File: src/core/asc_regs.svh
/*
 * register layout and timing constants for the converter serial control block.
 * assumes: included by the design file only, not by the package; definitions only.
 */
`ifndef ASC_REGS_SVH
`define ASC_REGS_SVH

`define ASC_BIT_START 7
`define ASC_BIT_POL 6
`define ASC_BIT_CLK 5
`define ASC_BIT_MHI 4
`define ASC_BIT_MLO 3
`define ASC_GP_HI 2
`define ASC_GP_LO 0
`define ASC_GP_RESET 3'h0
`define ASC_CMD_BITS 4'h8
`define ASC_P1_BIT_NUM 4'h7
`define ASC_RES_BITS 5'h10
`define ASC_EXT_SHORT_CLKS 6'h18
`define ASC_EXT_LONG_CLKS 6'h20
`define ASC_CLK_MHZ 250
`define ASC_STROBE_MAX_NS 6000
`define ASC_CONV_NS 4000
`define ASC_CAL_CYCLES 80000
`define ASC_FIFO_DEPTH 16

`endif

File: src/core/asc_pkg.sv
/*
 * types for the converter serial control block.
 * assumes: compiled before the design file.
 */
package asc_pkg;
	typedef enum logic [3:0] {
		ST_IDLE = 4'b0001,
		ST_CMD = 4'b0010,
		ST_CONV = 4'b0100,
		ST_READ = 4'b1000
	} asc_state_t;

	typedef enum logic [1:0] {
		MODE_SHORT = 2'b00,
		MODE_CAL = 2'b01,
		MODE_PDOWN = 2'b10,
		MODE_LONG = 2'b11
	} asc_mode_t;
endpackage

File: src/core/asc_core.sv
/*
 * serial control, framing and internal-clock readout of a 16-bit converter,
 * with a result fifo module in the data path.
 * assumes: serial pins are asynchronous and are synchronised here; the
 * analog converter supplies a sample word on i_sample; i_clock is 250 MHz.
 */
`timescale 1ns/1ps
`include "asc_regs.svh"

module asc_fifo #(
	parameter int WIDTH = 16,
	parameter int DEPTH = 16
) (
	input wire logic i_clock,
	input wire logic i_sys_rst,
	input wire logic i_ce,
	input wire logic i_flush,
	input wire logic i_in_valid,
	output logic o_in_ready,
	input wire logic [WIDTH-1:0] i_in_data,
	output logic o_out_valid,
	input wire logic i_out_ready,
	output logic [WIDTH-1:0] o_out_data
);
	localparam int AW = $clog2(DEPTH);
	typedef struct packed {
		logic [AW:0] wp;
		logic [AW:0] rp;
	} asc_fifo_st_t;
	asc_fifo_st_t s_q, s_d;
	logic [WIDTH-1:0] mem [DEPTH];
	logic push, pop;

	always_comb begin
		o_in_ready = (s_q.wp - s_q.rp) != (AW+1)'(DEPTH);
		o_out_valid = s_q.wp != s_q.rp;
		o_out_data = mem[s_q.rp[AW-1:0]];
		push = i_in_valid && o_in_ready;
		pop = o_out_valid && i_out_ready;
		s_d = s_q;
		if (push) begin
			s_d.wp = s_q.wp + 1'b1;
		end
		if (pop) begin
			s_d.rp = s_q.rp + 1'b1;
		end
		if (i_flush) begin
			s_d = '0;
		end
	end

	always_ff @(posedge i_clock) begin
		if (i_sys_rst) begin
			s_q <= '0;
		end else if (i_ce) begin
			s_q <= s_d;
			if (push) begin
				mem[s_q.wp[AW-1:0]] <= i_in_data;
			end
		end
	end
endmodule

module asc_core (
	// clock, reset, enable
	input wire logic i_clock,
	input wire logic i_sys_rst,
	input wire logic i_ce,
	input wire logic i_hw_rst_n,
	input wire logic i_shdn_n,
	// serial link
	input wire logic i_cs_n,
	input wire logic i_sclk,
	input wire logic i_din,
	output logic o_dout,
	output logic o_dout_oe,
	output logic o_conv_strobe,
	output logic o_conv_strobe_oe,
	// converter side
	input wire logic [15:0] i_sample,
	output logic o_polarity_select,
	output logic o_conv_clock_select,
	output logic [1:0] o_mode,
	output logic o_cal_busy,
	output logic o_power_down,
	// general-purpose outputs
	output logic [2:0] o_gp_out
);
	localparam int STROBE_MAX_CYC = (`ASC_STROBE_MAX_NS * `ASC_CLK_MHZ) / 1000;
	localparam int CONV_CYC = (`ASC_CONV_NS * `ASC_CLK_MHZ) / 1000;

	typedef struct packed {
		logic [1:0] cs_s;
		logic [1:0] sck_s;
		logic [1:0] din_s;
		logic [1:0] rst_s;
		logic [1:0] shdn_s;
		logic cs_p;
		logic sck_p;
		asc_pkg::asc_state_t st;
		logic [7:0] sh;
		logic [3:0] nbits;
		logic armed;
		logic pol;
		logic intclk;
		logic [1:0] mode;
		logic [2:0] gp;
		logic [16:0] tmr;
		logic [5:0] extn;
		logic [15:0] res;
		logic [4:0] rdn;
		logic dout;
		logic dout_oe;
		logic strobe;
		logic strobe_oe;
		logic cal;
		logic pdown;
		logic pdn_o;
	} asc_st_t;
	asc_st_t s_q, s_d;

	logic f_in_valid, f_in_ready, f_out_valid, f_out_ready, f_flush;
	logic [15:0] f_in_data, f_out_data;

	// unipolar is straight binary; bipolar flips the offset-binary msb
	function automatic logic [15:0] fmt_result(input logic uni, input logic [15:0] raw);
		fmt_result = uni ? raw : {~raw[15], raw[14:0]};
	endfunction

	asc_fifo #(.WIDTH(16), .DEPTH(`ASC_FIFO_DEPTH)) u_fifo (
		.i_clock(i_clock),
		.i_sys_rst(i_sys_rst),
		.i_ce(i_ce),
		.i_flush(f_flush),
		.i_in_valid(f_in_valid),
		.o_in_ready(f_in_ready),
		.i_in_data(f_in_data),
		.o_out_valid(f_out_valid),
		.i_out_ready(f_out_ready),
		.o_out_data(f_out_data)
	);

	logic cs, sck_rise, sck_fall, cs_fall, cs_rise, hw_rst;

	always_comb begin
		s_d = s_q;
		s_d.cs_s = {s_q.cs_s[0], i_cs_n};
		s_d.sck_s = {s_q.sck_s[0], i_sclk};
		s_d.din_s = {s_q.din_s[0], i_din};
		s_d.rst_s = {s_q.rst_s[0], i_hw_rst_n};
		s_d.shdn_s = {s_q.shdn_s[0], i_shdn_n};
		s_d.cs_p = s_q.cs_s[1];
		s_d.sck_p = s_q.sck_s[1];
		cs = !s_q.cs_s[1];
		cs_fall = s_q.cs_p && !s_q.cs_s[1];
		cs_rise = !s_q.cs_p && s_q.cs_s[1];
		sck_rise = cs && !s_q.sck_p && s_q.sck_s[1];
		sck_fall = cs && s_q.sck_p && !s_q.sck_s[1];
		hw_rst = !s_q.rst_s[1];
		f_in_valid = 1'b0;
		f_in_data = fmt_result(s_q.pol, i_sample);
		f_out_ready = 1'b0;
		f_flush = 1'b0;
		s_d.pdown = s_q.pdown && s_q.shdn_s[1];
		// gp outputs are never touched by shutdown paths
		s_d.gp = s_q.gp;

		if (cs_fall) begin
			s_d.armed = 1'b1;
		end
		if (cs_rise) begin
			s_d.dout_oe = 1'b0;
			s_d.strobe_oe = s_q.intclk;
		end
		if (cs_fall) begin
			s_d.dout_oe = 1'b1;
			s_d.strobe_oe = 1'b1;
		end

		// conversion timer counts down only while the internal clock is selected
		if (s_q.st == asc_pkg::ST_CONV && s_q.intclk && s_q.tmr != '0) begin
			s_d.tmr = s_q.tmr - 1'b1;
		end
		if (s_q.st == asc_pkg::ST_CONV && s_q.intclk && s_q.tmr == 17'h0_0001) begin
			s_d.strobe = 1'b1;
			s_d.cal = 1'b0;
			if (s_q.mode != asc_pkg::MODE_CAL && f_in_ready) begin
				f_in_valid = 1'b1;
			end
			s_d.st = asc_pkg::ST_READ;
			s_d.armed = 1'b1;
		end

		// result word leaves the fifo one cycle after the strobe rises, msb first
		if (s_q.st == asc_pkg::ST_READ && s_q.rdn == '0 && f_out_valid) begin
			f_out_ready = 1'b1;
			s_d.res = f_out_data;
			s_d.dout = f_out_data[15];
			s_d.rdn = `ASC_RES_BITS - 5'h01;
		end else if (sck_fall && s_q.rdn != '0) begin
			s_d.res = {s_q.res[14:0], 1'b0};
			s_d.dout = s_q.res[14];
			s_d.rdn = s_q.rdn - 1'b1;
		end

		// external-clock conversion counts serial clock falls
		if (s_q.st == asc_pkg::ST_CONV && !s_q.intclk && sck_fall) begin
			s_d.extn = s_q.extn + 1'b1;
			if (s_q.extn == s_q.tmr[5:0] - 6'(`ASC_CMD_BITS)) begin
				s_d.st = asc_pkg::ST_IDLE;
				s_d.armed = 1'b1;
				s_d.cal = 1'b0;
			end
		end

		if (sck_rise) begin
			if (s_q.armed && s_q.din_s[1]) begin
				// a start bit here abandons any running operation
				s_d.st = asc_pkg::ST_CMD;
				s_d.sh = 8'h01;
				s_d.nbits = 4'h1;
				s_d.armed = 1'b0;
				s_d.strobe = 1'b1;
				s_d.rdn = '0;
				s_d.cal = 1'b0;
				f_flush = 1'b1;
			end else if (s_q.nbits != 4'h0 && s_q.nbits < `ASC_CMD_BITS) begin
				// the eighth bit lands after the conversion has already begun
				s_d.sh = {s_q.sh[6:0], s_q.din_s[1]};
				s_d.nbits = s_q.nbits + 1'b1;
				if (s_q.nbits == `ASC_P1_BIT_NUM) begin
					s_d.pol = s_q.sh[`ASC_BIT_POL - 1];
					s_d.intclk = s_q.sh[`ASC_BIT_CLK - 1];
					s_d.mode = s_q.sh[`ASC_BIT_MHI-1:`ASC_BIT_MLO-1];
					s_d.gp = {s_q.sh[`ASC_GP_HI-1:`ASC_GP_LO], s_q.din_s[1]};
					// power-down re-arms only once the byte is whole, so its last bit is no start
					if (s_q.st == asc_pkg::ST_IDLE) begin
						s_d.armed = 1'b1;
					end
				end
			end
		end

		if (sck_fall && s_q.st == asc_pkg::ST_CMD && s_q.nbits >= `ASC_P1_BIT_NUM) begin
			// conversion begins on the fall after the seventh bit
			s_d.st = asc_pkg::ST_CONV;
			s_d.extn = '0;
			s_d.mode = s_q.mode;
			s_d.pol = s_q.sh[`ASC_BIT_POL - 1];
			s_d.intclk = s_q.sh[`ASC_BIT_CLK - 1];
			case (asc_pkg::asc_mode_t'(s_q.sh[`ASC_BIT_MHI-1:`ASC_BIT_MLO-1]))
				asc_pkg::MODE_CAL: begin
					s_d.cal = 1'b1;
					s_d.tmr = 17'(`ASC_CAL_CYCLES);
				end
				asc_pkg::MODE_PDOWN: begin
					s_d.pdown = 1'b1;
					s_d.st = asc_pkg::ST_IDLE;
				end
				asc_pkg::MODE_LONG: begin
					s_d.tmr = s_q.sh[`ASC_BIT_CLK-1] ? 17'(CONV_CYC) : 17'(`ASC_EXT_LONG_CLKS);
				end
				default: begin
					s_d.tmr = s_q.sh[`ASC_BIT_CLK-1] ? 17'(CONV_CYC) : 17'(`ASC_EXT_SHORT_CLKS);
				end
			endcase
			if (s_q.sh[`ASC_BIT_CLK - 1] && s_d.st == asc_pkg::ST_CONV) begin
				s_d.strobe = 1'b0;
			end
		end

		if (hw_rst) begin
			s_d.gp = `ASC_GP_RESET;
			s_d.st = asc_pkg::ST_IDLE;
			s_d.armed = 1'b1;
			s_d.pol = 1'b0;
			s_d.intclk = 1'b1;
			s_d.strobe = 1'b1;
			s_d.rdn = '0;
			s_d.cal = 1'b0;
			s_d.nbits = 4'h0;
			// reset returns to internal clock, so the strobe must be driven again
			s_d.strobe_oe = 1'b1;
			f_flush = 1'b1;
		end
		s_d.pdn_o = s_d.pdown || !s_q.shdn_s[1];
	end

	always_ff @(posedge i_clock) begin
		if (i_sys_rst) begin
			s_q <= '0;
			s_q.cs_s <= 2'h3;
			s_q.cs_p <= 1'b1;
			s_q.rst_s <= 2'h3;
			s_q.shdn_s <= 2'h3;
			s_q.st <= asc_pkg::ST_IDLE;
			s_q.armed <= 1'b1;
			s_q.intclk <= 1'b1;
			s_q.strobe <= 1'b1;
			s_q.strobe_oe <= 1'b1;
		end else if (i_ce) begin
			s_q <= s_d;
		end
	end

	// strobe low time outside calibration limited by CONV_CYC, below STROBE_MAX_CYC
	logic unused_ok;
	assign unused_ok = (CONV_CYC < STROBE_MAX_CYC);

	always_comb begin
		o_dout = s_q.dout;
		o_dout_oe = s_q.dout_oe;
		o_conv_strobe = s_q.strobe;
		o_conv_strobe_oe = s_q.strobe_oe;
		o_polarity_select = s_q.pol;
		o_conv_clock_select = s_q.intclk;
		o_mode = s_q.mode;
		o_cal_busy = s_q.cal;
		o_power_down = s_q.pdn_o;
		o_gp_out = s_q.gp;
	end
endmodule

File: config.mk
export PLATFORM = sky130hd
export DESIGN_NAME = asc_core
export DESIGN_NICKNAME = d
export VERILOG_FILES = /design/src/core/asc_pkg.sv /design/src/core/asc_core.sv
export VERILOG_INCLUDE_DIRS = /design/src /design/src/core
export SDC_FILE = /design/constraint.sdc
export NUM_CORES = 1
export LEC_CHECK = 0
export BUFFER_PORTS_ARGS = -buffer_cell sky130_fd_sc_hd__buf_2
export CAP_MARGIN = 30
export CORE_ASPECT_RATIO = 0.5
export CORE_UTILIZATION = 65
export DETAILED_ROUTE_END_ITERATION = 12
export GPL_ROUTABILITY_DRIVEN = 0
export GPL_TIMING_DRIVEN = 0
export PLACE_DENSITY = 0.8
export SLEW_MARGIN = 30
export SYNTH_ARGS = -nofsm -noshare
export SYNTH_HDL_FRONTEND = slang
export SYNTH_SLANG_ARGS = --single-unit
File: constraint.sdc
create_clock -name i_clock -period 7.8 [get_ports i_clock]
set_input_delay 1.17 -clock i_clock [delete_from_list [all_inputs] [get_ports i_clock]]
set_output_delay 1.17 -clock i_clock [all_outputs]
set_load 0.01 [all_outputs]
==> results.md <==
* Iter 0 DRT Violations at 1609
* Accumulated negative setup slack at 0 ps
* Fraction of the yosys area taken by sequential cells at 65.4%
* Largest area contributor in the netlist: edfxtp_1
* First-pass GRT wire length at 58.9 mm
* Critical path endpoint category: flop
* Final count of hold timing violations at 0
* Number of global-route vias before repair at 9696
* Initial antenna violation count at 1
* Synth warnings at 0
* Post-synth top cells: edfxtp_1 (256), dfxtp_1 (98), nor2_1 (82)
* Reg-to-Reg End: u_fifo.mem[11][11]$_DFFE_PP_
* Area growth from synthesis to final layout at 13.2%
* Number of clock sinks at 354
* Critical-path maximum fanout at 10
* Worst Reg2Reg Path Length in Cells at 8
* Most frequently used cell type in the post-synthesis netlist: edfxtp_1
* DIE AREA at 23300 um2
* Initial core utilization at 67.2%
* Overall power of the completed layout at 0.00362 W
* Worst path setup slack after routing at 3890 ps
* Number of buffers created by CTS at 29
* Startpoint type of the worst setup path: flop
* Aggregate routed wire length at 39.2 mm
* Avg WL per Cell at 27.1 um
* CTS max path bufs at 3
* Post-synth EDFFs at 256
* Antenna Diode Count at 0
* Endpoint arrival time on the critical path at 4190 ps
* Worst setup slack for register-to-register paths at 3890 ps
* Min Clock Period, post-route at 3910 ps
* Ratio of total power to cell area at 217 nW/um2
* HPWL after DPL at 25.4 mm
* Area occupied by multi-input gates at 4850 um2
* Slew of the pin with the lowest slew margin at 1180 ps
* FF+latch area at 9650 um2
* Crit-path slowest cell: nor4_2
* Worst-case vdd ir drop at 0.152 mV
* Post-DR vias/cell at 6.89
* TritonCTS clock tree: yes
* Category of the most critical setup path: flop to flop
* Fraction of final layout cells sized beyond drive strength 1 at 23.5%
* Count of buffers added by post-CTS timing repair for setup at 0
* Cell types occupying the most area after synthesis: edfxtp_1 (52%), dfxtp_1 (13%), mux4_2 (11%), nor2_1 (2.1%), a21oi_1 (1.7%)
* CTS H-tree depth at 1
* Clock root buffer: clkbuf_16
* Ports placed on the boundary at 37
* Worst slew slack as a fraction of its limit at 20.5%
* Row Count at 38
* Synth top area share at 52.1%
* Highest achievable clock rate at 256 MHz
* Endpoints failing setup at 0
* Cts repair resizes at 0
* Worst endpoint required time at 8070 ps
* Number of detailed-route iterations in the first pass at 5
* Number of maximum-capacitance violations at 0
* Largest stage delay, worst path at 630 ps
* Synth Net Count at 1046
* Filler cell count in the final layout at 1267
* Final clock period utilization by the worst path at 50.2%
* Clock transition time at the flip-flop clock pins of the worst setup and hold paths at 80 ps
* Overall die height at 109 um
* Final hold slack at 450 ps
* Max-slew violations at 0
* Number of routed nets with antenna violations at 0
* Instance count of the mapped netlist at 1002
* Critical Path Sink: u_fifo.mem[11][11]$_DFFE_PP_
* Setup Slack @ Placement at 3630 ps
* Total global routing overflow at 0
* RSZ-0062 raised after global routing: no
* Launch instance of the worst register-to-register path: s_q[73]$_SDFFE_PP0P_
* Static leakage at 5.70 nW
* Width of the die at 215 um
* Count of different cell masters after synthesis at 67
* Number of remaining DRC errors at 0
* Post-synthesis async set-or-reset flop share at 0%
* Cell repeated most along the worst path: buf_2
* Count of nets after finishing at 1168
* Cell Chain, Critical Path: nor4b_4 > nand2_4 > nor4_1 > nand2_1 > buf_2 > nor4_2 > buf_2 > buf_2
* Core Area at 22000 um2
* Worst hold path class: flop to flop
* Clock insertion delay at the later pin of the skew report at 580 ps
* GRT Resource Usage Total at 34.5%
* Most instantiated flip-flop cell in the synthesis netlist: edfxtp_1
* Launching element of the worst setup path: s_q[73]$_SDFFE_PP0P_
* Largest net degree at the start of global routing at 18
* Post-synthesis register bit count at 354
* Setup clock skew after layout at 11.3 ps
* Cell area after technology mapping at 14800 um2
* Hold buffer count at cts at 0
* Status: finished, final reports clean
* Via count at 9970
* IO Port Bufs at 35
* Mean instance size in the synthesized netlist at 14.7 um2
## power by group
part / switching, W / leakage, nW / total, W / internal (W)
logic: 0.0000567 / 2.12 / 0.0000742 / 0.0000175
registers: 0.00000419 / 3.09 / 0.00202 / 0.00202
clock network: 0.000698 / 0.489 / 0.00153 / 0.000831
total: 0.000759 / 5.70 / 0.00362 / 0.00287
## state kept, by name (all words and copies together), names as in the netlist, 2 cells and up, named ones only
register	flops
o_gp_out	3
o_mode	2
s_d	7
s_q	64
u_fifo.mem	256
u_fifo.s_q	10
## critical path: cells and delay by family, from the launching register on
kind                   cells  cell delay (ps)
buffers and inverters      3              910
and+or+nand+nor            5             2220
DFF                        1              450
## placed cells by master (no fill, tap or decap), types with 5 or more instances in the layout
| master | count |
|---|---|
| o21ai_0 | 32 |
| and3_1 | 8 |
| nand4_1 | 10 |
| nor2b_1 | 6 |
| o221ai_1 | 6 |
| ha_1 | 20 |
| or3_1 | 10 |
| nand3_1 | 15 |
| buf_2 | 97 |
| nor2_1 | 82 |
| clkbuf_16 | 29 |
| nor4b_2 | 5 |
| buf_4 | 13 |
| nor4b_1 | 8 |
| a22oi_1 | 9 |
| nor4_2 | 8 |
| xnor2_1 | 9 |
| a31oi_1 | 9 |
| nor3_1 | 17 |
| clkbuf_1 | 35 |
| mux4_2 | 73 |
| a211oi_1 | 7 |
| dfxtp_1 | 98 |
| xor2_1 | 11 |
| a21oi_1 | 51 |
| o22ai_1 | 8 |
| nand2_1 | 53 |
| inv_1 | 25 |
| clkinv_2 | 11 |
| edfxtp_1 | 256 |
| or4_1 | 5 |
| nor4_1 | 7 |
| mux2i_1 | 22 |
| mux2_2 | 6 |
## cells by family (layout without fill, tap and decap cells)
| kind of cell | count (synthesis) | in the layout | share of synthesized area [%] |
|---|---|---|---|
| simple gates | 265 | 265 | 9.40 |
| fa+ha+maj | 20 | 20 | 1.70 |
| compound gates | 156 | 156 | 6.57 |
| buf+inv | 84 | 229 | 2.43 |
| xor+xnor | 22 | 22 | 1.40 |
| flops | 354 | 354 | 65.4 |
| mux | 101 | 101 | 13.1 |
## metrics by stage
| step | util (%) | area [um2] | instances |
|---|---|---|---|
| 2_1_floorplan | - | 14800 | 1002 |
| 3_3_place_gp | 69.7 | 15300 | 1337 |
| 3_5_place_dp | 71.5 | 15700 | 1393 |
| 4_1_cts | 76.0 | 16700 | 1447 |
| 5_1_grt | 76.0 | 16700 | 1447 |
| 6_report | 76.0 | 16700 | 1447 |
## worst min path at each step
stage / slack, ps / endpoint / depth (start not counted) / from
final: 450 / s_q[11]$_SDFFE_PP0P_ / 2 / s_q[11]$_SDFFE_PP0P_
after detailed placement: 440 / s_q[11]$_SDFFE_PP0P_ / 2 / s_q[11]$_SDFFE_PP0P_
after floorplan: 410 / s_q[11]$_SDFFE_PP0P_ / 2 / s_q[11]$_SDFFE_PP0P_
after global routing: 470 / s_q[11]$_SDFFE_PP0P_ / 2 / s_q[11]$_SDFFE_PP0P_
after CTS: 450 / s_q[11]$_SDFFE_PP0P_ / 2 / s_q[11]$_SDFFE_PP0P_
after global placement: 420 / s_q[11]$_SDFFE_PP0P_ / 2 / s_q[11]$_SDFFE_PP0P_
## final cells by class
| cell class | instances | share of cell area (%) |
|---|---|---|
| flip-flops and latches | 354 | 57.8 |
| multi-input cells | 564 | 29.1 |
| clock buffers | 32 | 4.47 |
| repair buffers | 91 | 2.91 |
| well taps | 300 | 2.25 |
| plain buffers | 59 | 1.58 |
| clock inverters | 22 | 1.38 |
| inverters | 25 | 0.562 |
## metal layers
metal	routed length [um]	track usage, %	vias up
met5	0	0	-
met4	1560	12.6	0
met3	4710	8.78	147
met2	18500	56.9	772
met1	14500	45.2	4896
li1	-	-	4155
(Power assumes the default switching activity.)
